**src/inc/clt_pkg.sv**
```systemverilog
package clt_pkg;

   // ***********************
   // register map
   // ***********************
   localparam int CLT_AW = 12;
   localparam int CLT_THREADS = 2;
   localparam logic [11:0] CLT_OFS_CS = 12'h100;
   localparam logic [11:0] CLT_OFS_EA = 12'h108;
   localparam logic [11:0] CLT_OFS_CA = 12'h110;
   localparam logic [11:0] CLT_OFS_RA = 12'h118;
   localparam logic [11:0] CLT_THREAD_STRIDE = 12'h004;

   // ***********************
   // control/status fields
   // ***********************
   localparam int CLT_CS_RESET = 15;
   localparam int CLT_CS_SEMA_HI = 14;
   localparam int CLT_CS_SEMA_LO = 12;
   localparam int CLT_CS_DEPTH_HI = 9;
   localparam int CLT_CS_DEPTH_LO = 8;
   localparam int CLT_CS_RUN = 5;
   localparam int CLT_CS_SUB = 4;
   localparam int CLT_CS_ERR = 3;
   localparam int CLT_CS_PREFIX = 0;
   localparam logic [31:0] CLT_RST_WORD = 32'h00000000;
   localparam logic [2:0] CLT_SEMA_MAX = 3'h7;
   localparam logic [1:0] CLT_STACK_DEPTH = 2'h1;

   // ***********************
   // records
   // ***********************
   localparam logic [31:0] CLT_REC_STEP = 32'h00000004;
   localparam logic [7:0] CLT_OP_NOP = 8'h00;
   localparam logic [7:0] CLT_OP_HALT = 8'h01;
   localparam logic [7:0] CLT_OP_SEM_INC = 8'h02;
   localparam logic [7:0] CLT_OP_SEM_WAIT = 8'h03;
   localparam logic [7:0] CLT_OP_CALL = 8'h04;
   localparam logic [7:0] CLT_OP_RETURN = 8'h05;
   localparam logic [7:0] CLT_OP_TILES = 8'h06;

   typedef enum logic [1:0] {CLT_T_IDLE, CLT_T_FETCH, CLT_T_SEMWAIT} clt_tstate_t;
   typedef enum logic [1:0] {CLT_F_IDLE, CLT_F_REQ, CLT_F_WAIT} clt_fstate_t;

endpackage : clt_pkg

```
**src/inc/clt_if.sv**
```systemverilog
`timescale 1ns/10ps

// register access from the bus slave to the thread core
interface clt_reg_if;
   logic wr;
   logic [11:0] waddr;
   logic [11:0] raddr;
   logic [31:0] wdata;
   logic [31:0] rdata;
   modport apb (output wr, output waddr, output raddr, output wdata, input rdata);
   modport core (input wr, input waddr, input raddr, input wdata, output rdata);
endinterface : clt_reg_if

// record fetch requests from the threads to the memory port
interface clt_fetch_if;
   logic [1:0] req;
   logic [1:0][31:0] addr;
   logic [1:0] gnt;
   logic [1:0] rvalid;
   logic [31:0] rdata;
   logic rerr;
   modport core (output req, output addr, input gnt, input rvalid, input rdata, input rerr);
   modport mem (input req, input addr, output gnt, output rvalid, output rdata, output rerr);
endinterface : clt_fetch_if

```
**src/rtl/clt_apb.sv**
```systemverilog
`timescale 1ns/10ps

module clt_apb
   import clt_pkg::*;
(
   // clock and reset
   input wire logic clock,
   input wire logic reset,
   // apb slave
   input wire logic psel,
   input wire logic penable,
   input wire logic pwrite,
   input wire logic [CLT_AW-1:0] paddr,
   input wire logic [31:0] pwdata,
   output logic [31:0] prdata,
   output logic pready,
   output logic pslverr,
   // register side
   clt_reg_if.apb rif
);

   typedef struct packed {
      logic [31:0] rdata;
      logic err;
   } clt_apb_t;

   clt_apb_t s;
   clt_apb_t next_s;

   // ***********************
   // decode
   // ***********************
   function automatic logic clt_mapped(input logic [11:0] a);
      return (a >= CLT_OFS_CS) && (a <= CLT_OFS_RA + CLT_THREAD_STRIDE) && (a[1:0] == 2'h0);
   endfunction : clt_mapped

   // read data is captured in the setup cycle so the access phase never waits
   always_comb begin
      next_s = s;
      if (psel && !penable) begin
         next_s.err = !clt_mapped(paddr);
         next_s.rdata = clt_mapped(paddr) && !pwrite ? rif.rdata : 32'h00000000;
      end
   end

   always_ff @(posedge clock) begin
      if (reset) begin
         s <= '0;
      end else begin
         s <= next_s;
      end
   end

   assign rif.raddr = paddr;
   assign rif.waddr = paddr;
   assign rif.wdata = pwdata;
   assign rif.wr = psel && penable && pwrite && clt_mapped(paddr);
   assign pready = psel && penable;
   assign pslverr = psel && penable && s.err;
   assign prdata = s.rdata;

endmodule : clt_apb

```
**src/rtl/clt_fetch.sv**
```systemverilog
`timescale 1ns/10ps

module clt_fetch
   import clt_pkg::*;
(
   // clock and reset
   input wire logic clock,
   input wire logic reset,
   // thread side
   clt_fetch_if.mem fif,
   // memory port
   output logic mem_req,
   output logic [31:0] mem_addr,
   input wire logic mem_ack,
   input wire logic mem_rvalid,
   input wire logic [31:0] mem_rdata,
   input wire logic mem_rerr
);

   typedef struct packed {
      clt_fstate_t st;
      logic own;
      logic last;
      logic [31:0] addr;
      logic [1:0] rvalid;
      logic [31:0] rdata;
      logic rerr;
   } clt_fetch_t;

   clt_fetch_t s;
   clt_fetch_t next_s;
   logic pick;

   // round robin so a busy thread cannot starve the other
   always_comb begin
      next_s = s;
      next_s.rvalid = 2'h0;
      pick = fif.req[!s.last] ? !s.last : s.last;
      fif.gnt = 2'h0;
      case (s.st)
         CLT_F_IDLE: begin
            if (|fif.req) begin
               fif.gnt[pick] = 1'b1;
               next_s.own = pick;
               next_s.last = pick;
               next_s.addr = fif.addr[pick];
               next_s.st = CLT_F_REQ;
            end
         end
         CLT_F_REQ: begin
            if (mem_ack) begin
               next_s.st = CLT_F_WAIT;
            end
         end
         CLT_F_WAIT: begin
            if (mem_rvalid) begin
               next_s.rvalid[s.own] = 1'b1;
               next_s.rdata = mem_rdata;
               next_s.rerr = mem_rerr;
               next_s.st = CLT_F_IDLE;
            end
         end
         default: begin
            next_s.st = CLT_F_IDLE;
         end
      endcase
   end

   always_ff @(posedge clock) begin
      if (reset) begin
         s <= '0;
      end else begin
         s <= next_s;
      end
   end

   assign mem_req = (s.st == CLT_F_REQ);
   assign mem_addr = s.addr;
   assign fif.rvalid = s.rvalid;
   assign fif.rdata = s.rdata;
   assign fif.rerr = s.rerr;

endmodule : clt_fetch

```
**src/rtl/clt_top.sv**
```systemverilog
// The implementer's own choices: the APB slave port and the register addresses.
`timescale 1ns/10ps

// Function
// - two threads, binning and rendering, own registers
// - reset bit stops thread, clears register
// - semaphore value readable, read-only, resets zero
// - nesting depth readable, read-only, resets zero
// - run flag shows running; writing one halts
// - stopped sub-mode: end zero, halt one
// - running sub-mode: one while stalled waiting
// - writing sub-mode clears halt, restarts if needed
// - error flag set on error stop, cleared restart
// - binning prefix flag one until tiles start
// - end write restarts thread stopped at end or on error
// - current address tracks record being processed
// - current address writable only while stopped
// - current address write sets stopped-at-end
// - one-deep return stack, readable, resets zero
module clt_top
   import clt_pkg::*;
(
   // clock and reset
   input wire logic CLOCK,
   input wire logic RESET,
   // apb slave
   input wire logic PSEL,
   input wire logic PENABLE,
   input wire logic PWRITE,
   input wire logic [CLT_AW-1:0] PADDR,
   input wire logic [31:0] PWDATA,
   output logic [31:0] PRDATA,
   output logic PREADY,
   output logic PSLVERR,
   // record memory port
   output logic MEM_REQ,
   output logic [31:0] MEM_ADDR,
   input wire logic MEM_ACK,
   input wire logic MEM_RVALID,
   input wire logic [31:0] MEM_RDATA,
   input wire logic MEM_RERR,
   // thread status
   output logic [CLT_THREADS-1:0] THREAD_RUN
);

   // ***********************
   // state
   // ***********************
   typedef struct packed {
      clt_tstate_t st;
      logic run;
      logic sub;
      logic err;
      logic tiles;
      logic [2:0] sema;
      logic [1:0] depth;
      logic [31:0] cur;
      logic [31:0] lend;
      logic [31:0] ret;
      logic pend;
      logic stale;
   } clt_thr_t;

   typedef struct packed {
      clt_thr_t [CLT_THREADS-1:0] thr;
   } clt_state_t;

   clt_state_t s;
   clt_state_t next_s;
   logic [CLT_THREADS-1:0] sem_inc;
   logic [CLT_THREADS-1:0] sem_dec;

   clt_reg_if rif ();
   clt_fetch_if fif ();

   // ***********************
   // helpers
   // ***********************
   function automatic logic clt_hit(input logic [11:0] a, input logic [11:0] base,
                                    input int i);
      return a == base + (i != 0 ? CLT_THREAD_STRIDE : 12'h000);
   endfunction : clt_hit

   function automatic logic [31:0] clt_cs_word(input clt_thr_t t, input logic binning);
      logic [31:0] w;
      w = CLT_RST_WORD;
      w[CLT_CS_SEMA_HI:CLT_CS_SEMA_LO] = t.sema;
      w[CLT_CS_DEPTH_HI:CLT_CS_DEPTH_LO] = t.depth;
      w[CLT_CS_RUN] = t.run;
      w[CLT_CS_SUB] = t.sub;
      w[CLT_CS_ERR] = t.err;
      w[CLT_CS_PREFIX] = binning && !t.tiles;
      return w;
   endfunction : clt_cs_word

   // stop a thread; a read still in flight is dropped when it returns
   function automatic clt_thr_t clt_stop(input clt_thr_t t, input logic halt);
      clt_thr_t r;
      r = t;
      r.run = 1'b0;
      r.sub = halt;
      r.st = CLT_T_IDLE;
      r.stale = t.pend;
      return r;
   endfunction : clt_stop

   function automatic clt_thr_t clt_start(input clt_thr_t t);
      clt_thr_t r;
      r = t;
      r.run = 1'b1;
      r.sub = 1'b0;
      r.err = 1'b0;
      r.st = CLT_T_FETCH;
      return r;
   endfunction : clt_start

   // ***********************
   // thread engine
   // ***********************
   always_comb begin
      next_s = s;
      sem_inc = '0;
      sem_dec = '0;
      fif.req = '0;
      for (int i = 0; i < CLT_THREADS; i++) begin
         fif.addr[i] = s.thr[i].cur;
         if (fif.gnt[i]) begin
            next_s.thr[i].pend = 1'b1;
         end
         if (fif.rvalid[i]) begin
            next_s.thr[i].pend = 1'b0;
            next_s.thr[i].stale = 1'b0;
         end
         case (s.thr[i].st)
            CLT_T_IDLE: begin
            end
            CLT_T_FETCH: begin
               if (fif.rvalid[i] && !s.thr[i].stale) begin
                  // cur names the record until it has been acted on
                  next_s.thr[i].cur = s.thr[i].cur + CLT_REC_STEP;
                  if (fif.rerr) begin
                     next_s.thr[i] = clt_stop(next_s.thr[i], 1'b0);
                     next_s.thr[i].err = 1'b1;
                  end else begin
                     case (fif.rdata[7:0])
                        CLT_OP_NOP: begin
                        end
                        CLT_OP_HALT: begin
                           next_s.thr[i] = clt_stop(next_s.thr[i], 1'b1);
                        end
                        CLT_OP_SEM_INC: begin
                           sem_inc[CLT_THREADS-1-i] = 1'b1;
                        end
                        CLT_OP_SEM_WAIT: begin
                           next_s.thr[i].cur = s.thr[i].cur;
                           next_s.thr[i].st = CLT_T_SEMWAIT;
                           next_s.thr[i].sub = 1'b1;
                        end
                        CLT_OP_CALL: begin
                           if (s.thr[i].depth == CLT_STACK_DEPTH) begin
                              next_s.thr[i] = clt_stop(next_s.thr[i], 1'b0);
                              next_s.thr[i].err = 1'b1;
                           end else begin
                              next_s.thr[i].ret = s.thr[i].cur + CLT_REC_STEP;
                              next_s.thr[i].depth = s.thr[i].depth + 2'h1;
                              next_s.thr[i].cur = {fif.rdata[31:8], 8'h00};
                           end
                        end
                        CLT_OP_RETURN: begin
                           if (s.thr[i].depth == 2'h0) begin
                              next_s.thr[i] = clt_stop(next_s.thr[i], 1'b0);
                              next_s.thr[i].err = 1'b1;
                           end else begin
                              next_s.thr[i].cur = s.thr[i].ret;
                              next_s.thr[i].depth = s.thr[i].depth - 2'h1;
                           end
                        end
                        CLT_OP_TILES: begin
                           next_s.thr[i].tiles = 1'b1;
                        end
                        default: begin
                           next_s.thr[i] = clt_stop(next_s.thr[i], 1'b0);
                           next_s.thr[i].err = 1'b1;
                        end
                     endcase
                  end
               end else if (!s.thr[i].pend && !s.thr[i].stale) begin
                  if (s.thr[i].cur == s.thr[i].lend) begin
                     next_s.thr[i] = clt_stop(next_s.thr[i], 1'b0);
                  end else begin
                     fif.req[i] = 1'b1;
                  end
               end
            end
            CLT_T_SEMWAIT: begin
               // stalled until the other thread signals
               if (s.thr[i].sema != 3'h0) begin
                  sem_dec[i] = 1'b1;
                  next_s.thr[i].cur = s.thr[i].cur + CLT_REC_STEP;
                  next_s.thr[i].sub = 1'b0;
                  next_s.thr[i].st = CLT_T_FETCH;
               end
            end
            default: begin
               next_s.thr[i].st = CLT_T_IDLE;
            end
         endcase
      end

      // semaphores saturate rather than wrap, so a runaway producer is visible
      for (int i = 0; i < CLT_THREADS; i++) begin
         if (sem_inc[i] && !sem_dec[i] && s.thr[i].sema != CLT_SEMA_MAX) begin
            next_s.thr[i].sema = s.thr[i].sema + 3'h1;
         end else if (sem_dec[i] && !sem_inc[i]) begin
            next_s.thr[i].sema = s.thr[i].sema - 3'h1;
         end
      end

      // ***********************
      // register writes
      // ***********************
      // software writes land after the engine so they win in a shared cycle
      for (int i = 0; i < CLT_THREADS; i++) begin
         if (rif.wr && clt_hit(rif.waddr, CLT_OFS_CS, i)) begin
            if (rif.wdata[CLT_CS_RESET]) begin
               next_s.thr[i] = clt_stop(next_s.thr[i], 1'b0);
               next_s.thr[i].err = 1'b0;
               next_s.thr[i].sema = 3'h0;
               next_s.thr[i].depth = 2'h0;
               next_s.thr[i].tiles = 1'b0;
            end else if (rif.wdata[CLT_CS_RUN]) begin
               next_s.thr[i] = clt_stop(next_s.thr[i], 1'b1);
            end else if (rif.wdata[CLT_CS_SUB] && !s.thr[i].run) begin
               next_s.thr[i].sub = 1'b0;
               if (s.thr[i].cur != s.thr[i].lend) begin
                  next_s.thr[i] = clt_start(next_s.thr[i]);
               end
            end
         end
         if (rif.wr && clt_hit(rif.waddr, CLT_OFS_EA, i)) begin
            next_s.thr[i].lend = rif.wdata;
            if (!s.thr[i].run && !s.thr[i].sub && s.thr[i].cur != rif.wdata) begin
               next_s.thr[i] = clt_start(next_s.thr[i]);
            end
         end
         if (rif.wr && clt_hit(rif.waddr, CLT_OFS_CA, i) && !s.thr[i].run) begin
            next_s.thr[i].cur = rif.wdata;
            next_s.thr[i].sub = 1'b0;
         end
      end
   end

   always_ff @(posedge CLOCK) begin
      if (RESET) begin
         s <= '0;
      end else begin
         s <= next_s;
      end
   end

   // ***********************
   // register read
   // ***********************
   always_comb begin
      rif.rdata = 32'h00000000;
      for (int i = 0; i < CLT_THREADS; i++) begin
         if (clt_hit(rif.raddr, CLT_OFS_CS, i)) begin
            rif.rdata = clt_cs_word(s.thr[i], i == 0);
         end
         if (clt_hit(rif.raddr, CLT_OFS_EA, i)) begin
            rif.rdata = s.thr[i].lend;
         end
         if (clt_hit(rif.raddr, CLT_OFS_CA, i)) begin
            rif.rdata = s.thr[i].cur;
         end
         if (clt_hit(rif.raddr, CLT_OFS_RA, i)) begin
            rif.rdata = s.thr[i].ret;
         end
      end
   end

   always_comb begin
      for (int i = 0; i < CLT_THREADS; i++) begin
         THREAD_RUN[i] = s.thr[i].run;
      end
   end

   // ***********************
   // submodules
   // ***********************
   clt_apb u_apb (
      .clock(CLOCK),
      .reset(RESET),
      .psel(PSEL),
      .penable(PENABLE),
      .pwrite(PWRITE),
      .paddr(PADDR),
      .pwdata(PWDATA),
      .prdata(PRDATA),
      .pready(PREADY),
      .pslverr(PSLVERR),
      .rif(rif.apb)
   );

   // memory shares CLOCK, so its handshake needs no synchroniser
   clt_fetch u_fetch (
      .clock(CLOCK),
      .reset(RESET),
      .fif(fif.mem),
      .mem_req(MEM_REQ),
      .mem_addr(MEM_ADDR),
      .mem_ack(MEM_ACK),
      .mem_rvalid(MEM_RVALID),
      .mem_rdata(MEM_RDATA),
      .mem_rerr(MEM_RERR)
   );

endmodule : clt_top

```
**config.mk**
```make
export PLATFORM = sky130hd
export DESIGN_NAME = clt_top
export DESIGN_NICKNAME = d
export VERILOG_FILES = /design/src/inc/clt_pkg.sv /design/src/inc/clt_if.sv /design/src/rtl/clt_apb.sv /design/src/rtl/clt_fetch.sv /design/src/rtl/clt_top.sv
export SDC_FILE = /design/constraint.sdc
export NUM_CORES = 1
export LEC_CHECK = 0
export CORE_ASPECT_RATIO = 1.5
export CORE_MARGIN = 3
export CORE_UTILIZATION = 55
export CTS_BUF_LIST = sky130_fd_sc_hd__clkbuf_16
export CTS_CLUSTER_SIZE = 16
export DETAILED_ROUTE_END_ITERATION = 6
export DONT_BUFFER_PORTS = 1
export HOLD_SLACK_MARGIN = 0.1
export PLACE_DENSITY_LB_ADDON = 0.1
export SKIP_CTS_REPAIR_TIMING = 1
export SLEW_MARGIN = 5
export SYNTH_ARGS = -nofsm -noshare
export SYNTH_HDL_FRONTEND = slang
export SYNTH_SLANG_ARGS = --single-unit
```
**constraint.sdc**
```tcl
create_clock -name CLOCK -period 4.9 [get_ports CLOCK]
set_input_delay 0.245 -clock CLOCK [delete_from_list [all_inputs] [get_ports CLOCK]]
set_output_delay 0.245 -clock CLOCK [all_outputs]
set_load 0.005 [all_outputs]
```
==> results of run 1 <==
==> worst paths after layout <==
path	from	end
worst max register to register	fif.addr[25]$_SDFFE_PP0P_	u_fetch.mem_addr[18]$_SDFFE_PP0P_
worst min-delay path	PADDR[3]	u_apb.prdata[3]$_SDFFE_PP0P_
worst min register to register	s[111]$_SDFFE_PP0P_	s[111]$_SDFFE_PP0P_
worst max-delay path	fif.addr[25]$_SDFFE_PP0P_	u_fetch.mem_addr[18]$_SDFFE_PP0P_
==> logic make-up (layout without fill, tap and decap cells) <==
kind of cell,Yosys count,count (layout),share of synthesized area (%)
AND/OR/NAND/NOR,883,883,21.3
AO/OA/AOI/OAI,695,695,22.6
buffers and inverters,346,214,8.23
flip-flops,320,320,33.4
XOR/XNOR,188,188,8.58
multiplexers,74,74,4.62
adder cells (fa/ha/maj),19,19,1.23
other,0,3,0
==> metal layers <==
metal  wire length (µm)  GRT usage [%]  up-vias
met5                 25              0        -
met2              36600           62.6     1467
li1                   -              -     8541
met4               7740           30.2        4
met3              11500           12.5      386
met1              31100           56.1     9288
==> per-stage QoR <==
| step | hold slack, ns | cells |
|---|---|---|
| 4_1_cts | -0.217 | 2787 |
| 3_3_place_gp | 0.336 | 2726 |
| 6_report | 0.0518 | 2863 |
| 2_1_floorplan | 0.354 | 2525 |
| 5_1_grt | 0.108 | 2860 |
| 3_5_place_dp | 0.336 | 2726 |
==> sequential cells by signal, indices dropped and copies added, names as in the netlist <==
| register | flops |
|---|---|
| u_fetch.fif.rdata | 32 |
| u_fetch.fif.rvalid | 2 |
| u_apb.prdata | 32 |
| THREAD_RUN | 2 |
| u_fetch.fif.rerr | 1 |
| u_fetch.s | 3 |
| u_fetch.mem_addr | 32 |
| fif.addr | 64 |
| u_apb.s | 1 |
| s | 151 |
==> report_power, final <==
| part | internal, mW | total (mW) | switching (mW) |
|---|---|---|---|
| logic | 0.0792 | 0.219 | 0.140 |
| registers | 2.60 | 2.60 | 0.00175 |
| clock network | 1.42 | 2.58 | 1.17 |
| total | 4.10 | 5.41 | 1.31 |
==> critical path, cell delays in order (launching register included) <==
cell      delay (ns)
dfxtp_1         0.43
xnor2_1         0.42
nand4_1         0.22
nor4_1          0.62
buf_4           0.26
a211oi_1        0.13
o21ai_4         0.86
buf_4           0.42
mux2i_1         0.24
a21oi_1         0.08
==> synthesized netlist by cell type (16+ instances only) <==
library cell | number | area [µm²]
o22ai_1 | 31 | 194
xnor2_1 | 119 | 1040
nand4_1 | 43 | 269
nand2_1 | 344 | 1290
a21oi_1 | 260 | 1300
buf_2 | 27 | 135
a22o_1 | 34 | 298
o21ai_0 | 127 | 636
clkbuf_1 | 218 | 818
ha_1 | 18 | 225
inv_1 | 26 | 97.6
a211oi_1 | 63 | 473
nor3_1 | 83 | 415
nand2b_1 | 16 | 100
dfxtp_1 | 320 | 6410
o211ai_1 | 18 | 135
nor2_1 | 215 | 807
mux2_2 | 27 | 304
buf_4 | 66 | 495
nand3_1 | 50 | 250
a22oi_1 | 80 | 601
xor2_1 | 69 | 604
mux2i_1 | 38 | 380
nor4_1 | 36 | 225
==> cell type report <==
type | count | area (µm²) | area share, %
antenna | 3 | 7.51 | 0.0365
clock buffer | 37 | 926 | 4.50
clock inverter | 24 | 139 | 0.675
inverter | 26 | 97.6 | 0.474
multi-input combinational | 1859 | 11300 | 54.8
sequential | 320 | 6410 | 31.1
tap | 467 | 584 | 2.84
timing repair buffer | 127 | 1150 | 5.60
==> impl_metrics.toml, run 1 <==
[clock_tree]
clock_latency_ns = 0.55
cts_made_buffers = 35
cts.sinks = 320
cts-root-buf = "clkbuf_16"
clk_pin_slew_ns = 0.07
cts_tree = "built"
htree_levels = 2
clockBufferDepth = 3

[global_routing]
grt_pass1_wl_mm = 121
track_usage_pct = 43.7
grt_pass1_vias = 17700
grt_overflow = 0
grt_max_degree = 240
antenna_found_initial = 5

[floorplanning]
die_area_mm2 = 0.0372
start_util_pct = 55.8
pin_count = 153
coreArea_mm2 = 0.0344
rows = 83
die_h_um = 235
die_width_um = 159

[run]
max_cap_viol_count = 0

[routing]
drc_errors = 0
first_pass_iters = 6
vias_per_cell = 6.88
routedWlPerCell_um = 30.4
totalWireLength_mm = 87.0
vias = 19700
drt_iter0_drc = 2759
final_antenna_net_count = 0

[timing]
timing.fmax_ghz = 0.258
slew_headroom_pct = 10.5
setup_viol = 0
fin_worst_skew_ns = 0.0212
finalCriticalPeriod_ns = 3.88
fin_ws_ns = 1.02
rsz0062_at_grt = "false"
final.setup.tns_ns = 0
drv_slew = 0
min_period_over_period_pct = 79.1
tightest_slew_ns = 1.34
hold_violations = 0

[synthesis]
ys_ff_latch = 320
ys.warnings.count = 0
postSynthCellCount = 2525
ys.flop_type = "dfxtp_1"
synthArstFlopShare_pct = 0
synth-edff-count = 0
syn-cell-area_mm2 = 0.0192
yosysUniqueCellTypes = 77
avgSynthCellArea_um2 = 7.60
synth-seq-area-share_pct = 33.4
synth_nets = 2627

[outcome]
outcome = "finished, final reports clean"

[cells_and_area]
fin_util_pct = 59.9
area_delta_synth_final_pct = 7.29
stdcell_area_mm2 = 0.0206
final_cell_mix = "nand2_1, dfxtp_1, a21oi_1"
drive_gt1_share_pct = 7.27
fillers = 3176
fin_nets = 2471
final_common_cell = "nand2_1"

[power_and_ir_drop]
p_per_area_mw_per_mm2 = 263
peakVddDrop_mv = 0.259
leakage_nw = 6.66
total_power_mw = 5.41

[min_path]
hold_path.class = "in -> reg"
hold_path_depth = 4

[worst_setup_path]
crit_required_ns = 5.29
rrSetupSlack_ns = 1.02
crit_fanout = 22
crit_type = "reg -> reg"
crit_path_end_kind = "flip-flop"
critPathLaunchType = "flip-flop"
critPathArrivalTime_ns = 4.27
worstRegToRegCells = 9

[place]
place_worst_setup_slack_ns = 1.08
dpl_cell_area_mm2 = 0.0188
dpl.hpwl_mm = 59.7
io_buffers = 0
gp_congestion = 1.03
No activity file was read; power rests on OpenSTA's default activity.
==> inputs of run 2 (changes only) <==
Clock period 4.9 ns to 3.7 ns, I/O delays scaled along.
==> impl_metrics.toml, run 2 (synthesis results as in run 1) <==
[clock_tree]
cts_made_buffers = 35
cts-root-buf = "clkbuf_16"
clockBufferDepth = 3
clk_pin_slew_ns = 0.06
cts.sinks = 320
clock_latency_ns = 0.55
cts_tree = "built"
htree_levels = 2

[timing]
timing.fmax_ghz = 0.286
hold_violations = 0
setup_viol = 0
final.setup.tns_ns = 0
slew_headroom_pct = 34.4
min_period_over_period_pct = 94.5
tightest_slew_ns = 0.983
drv_slew = 0
fin_ws_ns = 0.203
rsz0062_at_grt = "false"
fin_worst_skew_ns = 0.0200
hold_slack_ns = 0.0963
finalCriticalPeriod_ns = 3.50

[floorplanning]
die_area_mm2 = 0.0372
die_width_um = 159
start_util_pct = 55.8
coreArea_mm2 = 0.0344
pin_count = 153
die_h_um = 235
rows = 83

[cells_and_area]
final_common_cell = "nand2_1"
regArea_mm2 = 0.00641
multi_input_area_mm2 = 0.0113
n_antenna_cell = 0
fin_nets = 2540
regMostFlops = "s"
instances_no_fill = 2930
final_cell_mix = "nand2_1, dfxtp_1, a21oi_1"
fin_util_pct = 62.0
largest_reg_flops = 151
area_delta_synth_final_pct = 11.0
fillers = 3079
stdcell_area_mm2 = 0.0213
drive_gt1_share_pct = 8.53

[place]
place_worst_setup_slack_ns = 0.643
dpl.hpwl_mm = 59.5
io_buffers = 0
gp_congestion = 1.04
dp.cells = 2759
dpl_cell_area_mm2 = 0.0191

[global_routing]
grt_pass1_wl_mm = 119
antenna_found_initial = 2
grt_overflow = 0
grt_max_degree = 240
grt_pass1_vias = 17500
track_usage_pct = 42.8

[worst_setup_path]
worstRegToRegCells = 10
crit_fanout = 19
crit_type = "reg -> reg"
rrSetupSlack_ns = 0.20
crit_path_end = "fif.addr[36]$_SDFFE_PP0P_"
cp-startpoint = "u_fetch.fif.rdata[2]$_SDFFE_PP0P_"
reg2reg_from = "u_fetch.fif.rdata[2]$_SDFFE_PP0P_"
crit_path_end_kind = "flip-flop"
crit_required_ns = 4.19
critPathLaunchType = "flip-flop"
critPathArrivalTime_ns = 3.99
r2r_end = "fif.addr[36]$_SDFFE_PP0P_"

[routing]
totalWireLength_mm = 86.4
vias = 20000
final_antenna_net_count = 0
drc_errors = 0
drt_iter0_drc = 3044
vias_per_cell = 6.82
first_pass_iters = 6
routedWlPerCell_um = 29.5

[power_and_ir_drop]
leakage_nw = 7.09
total_power_mw = 7.31
p_per_area_mw_per_mm2 = 343
peakVddDrop_mv = 0.519

[min_path]
hold_path.class = "in -> reg"
hold_start = "PADDR[4]"

[run]
max_cap_viol_count = 0

[outcome]
outcome = "finished, final reports clean"
[run 2: worst min-delay path by stage]
| stage | depth (start not counted) | end | slack [ns] |
|---|---|---|---|
| 2_1_floorplan | 2 | fif.addr[16]$_SDFFE_PP0P_ | 0.29 |
| 3_3_place_gp | 1 | s[146]$_SDFFE_PP0P_ | 0.28 |
| 3_5_place_dp | 1 | s[146]$_SDFFE_PP0P_ | 0.28 |
| 4_1_cts | 1 | s[146]$_SDFFE_PP0P_ | -0.28 |
| 5_1_grt | 3 | s[105]$_SDFF_PP0_ | 0.12 |
| 6_report | 3 | s[105]$_SDFF_PP0_ | 0.1 |
[run 2: power by group]
part / total [mW] / internal, mW / switching [mW]
clock: 3.58 / 2.02 / 1.56
combinational: 0.283 / 0.106 / 0.176
sequential: 3.45 / 3.45 / 0.00240
[run 2: routing by layer]
| metal | GRT usage [%] | part of all wire (%) |
|---|---|---|
| met1 | 54.3 | 36 |
| met2 | 64.5 | 43 |
| met3 | 11.1 | 13 |
| met4 | 26.0 | 8.5 |
| met5 | 0 | 0.014 |
[run 2: critical path, cell delays in order, from the launching register on]
cell,delay (ns)
dfxtp_1,0.58
or4b_1,0.52
buf_4,0.20
nor4b_4,0.27
buf_4,0.33
and3_1,0.44
a32oi_1,0.09
nor2_1,0.11
a21oi_1,0.05
a211oi_1,0.26
dlygate4sd3_1,0.59
[run 2: final cells by class]
cell class / count / area share, %
Multi-Input combinational cell: 1859 / 52.9
Sequential cell: 320 / 30.1
Timing Repair Buffer: 196 / 8.56
Clock buffer: 37 / 4.35
Tap cell: 467 / 2.74
Clock inverter: 25 / 0.951
Inverter: 26 / 0.458
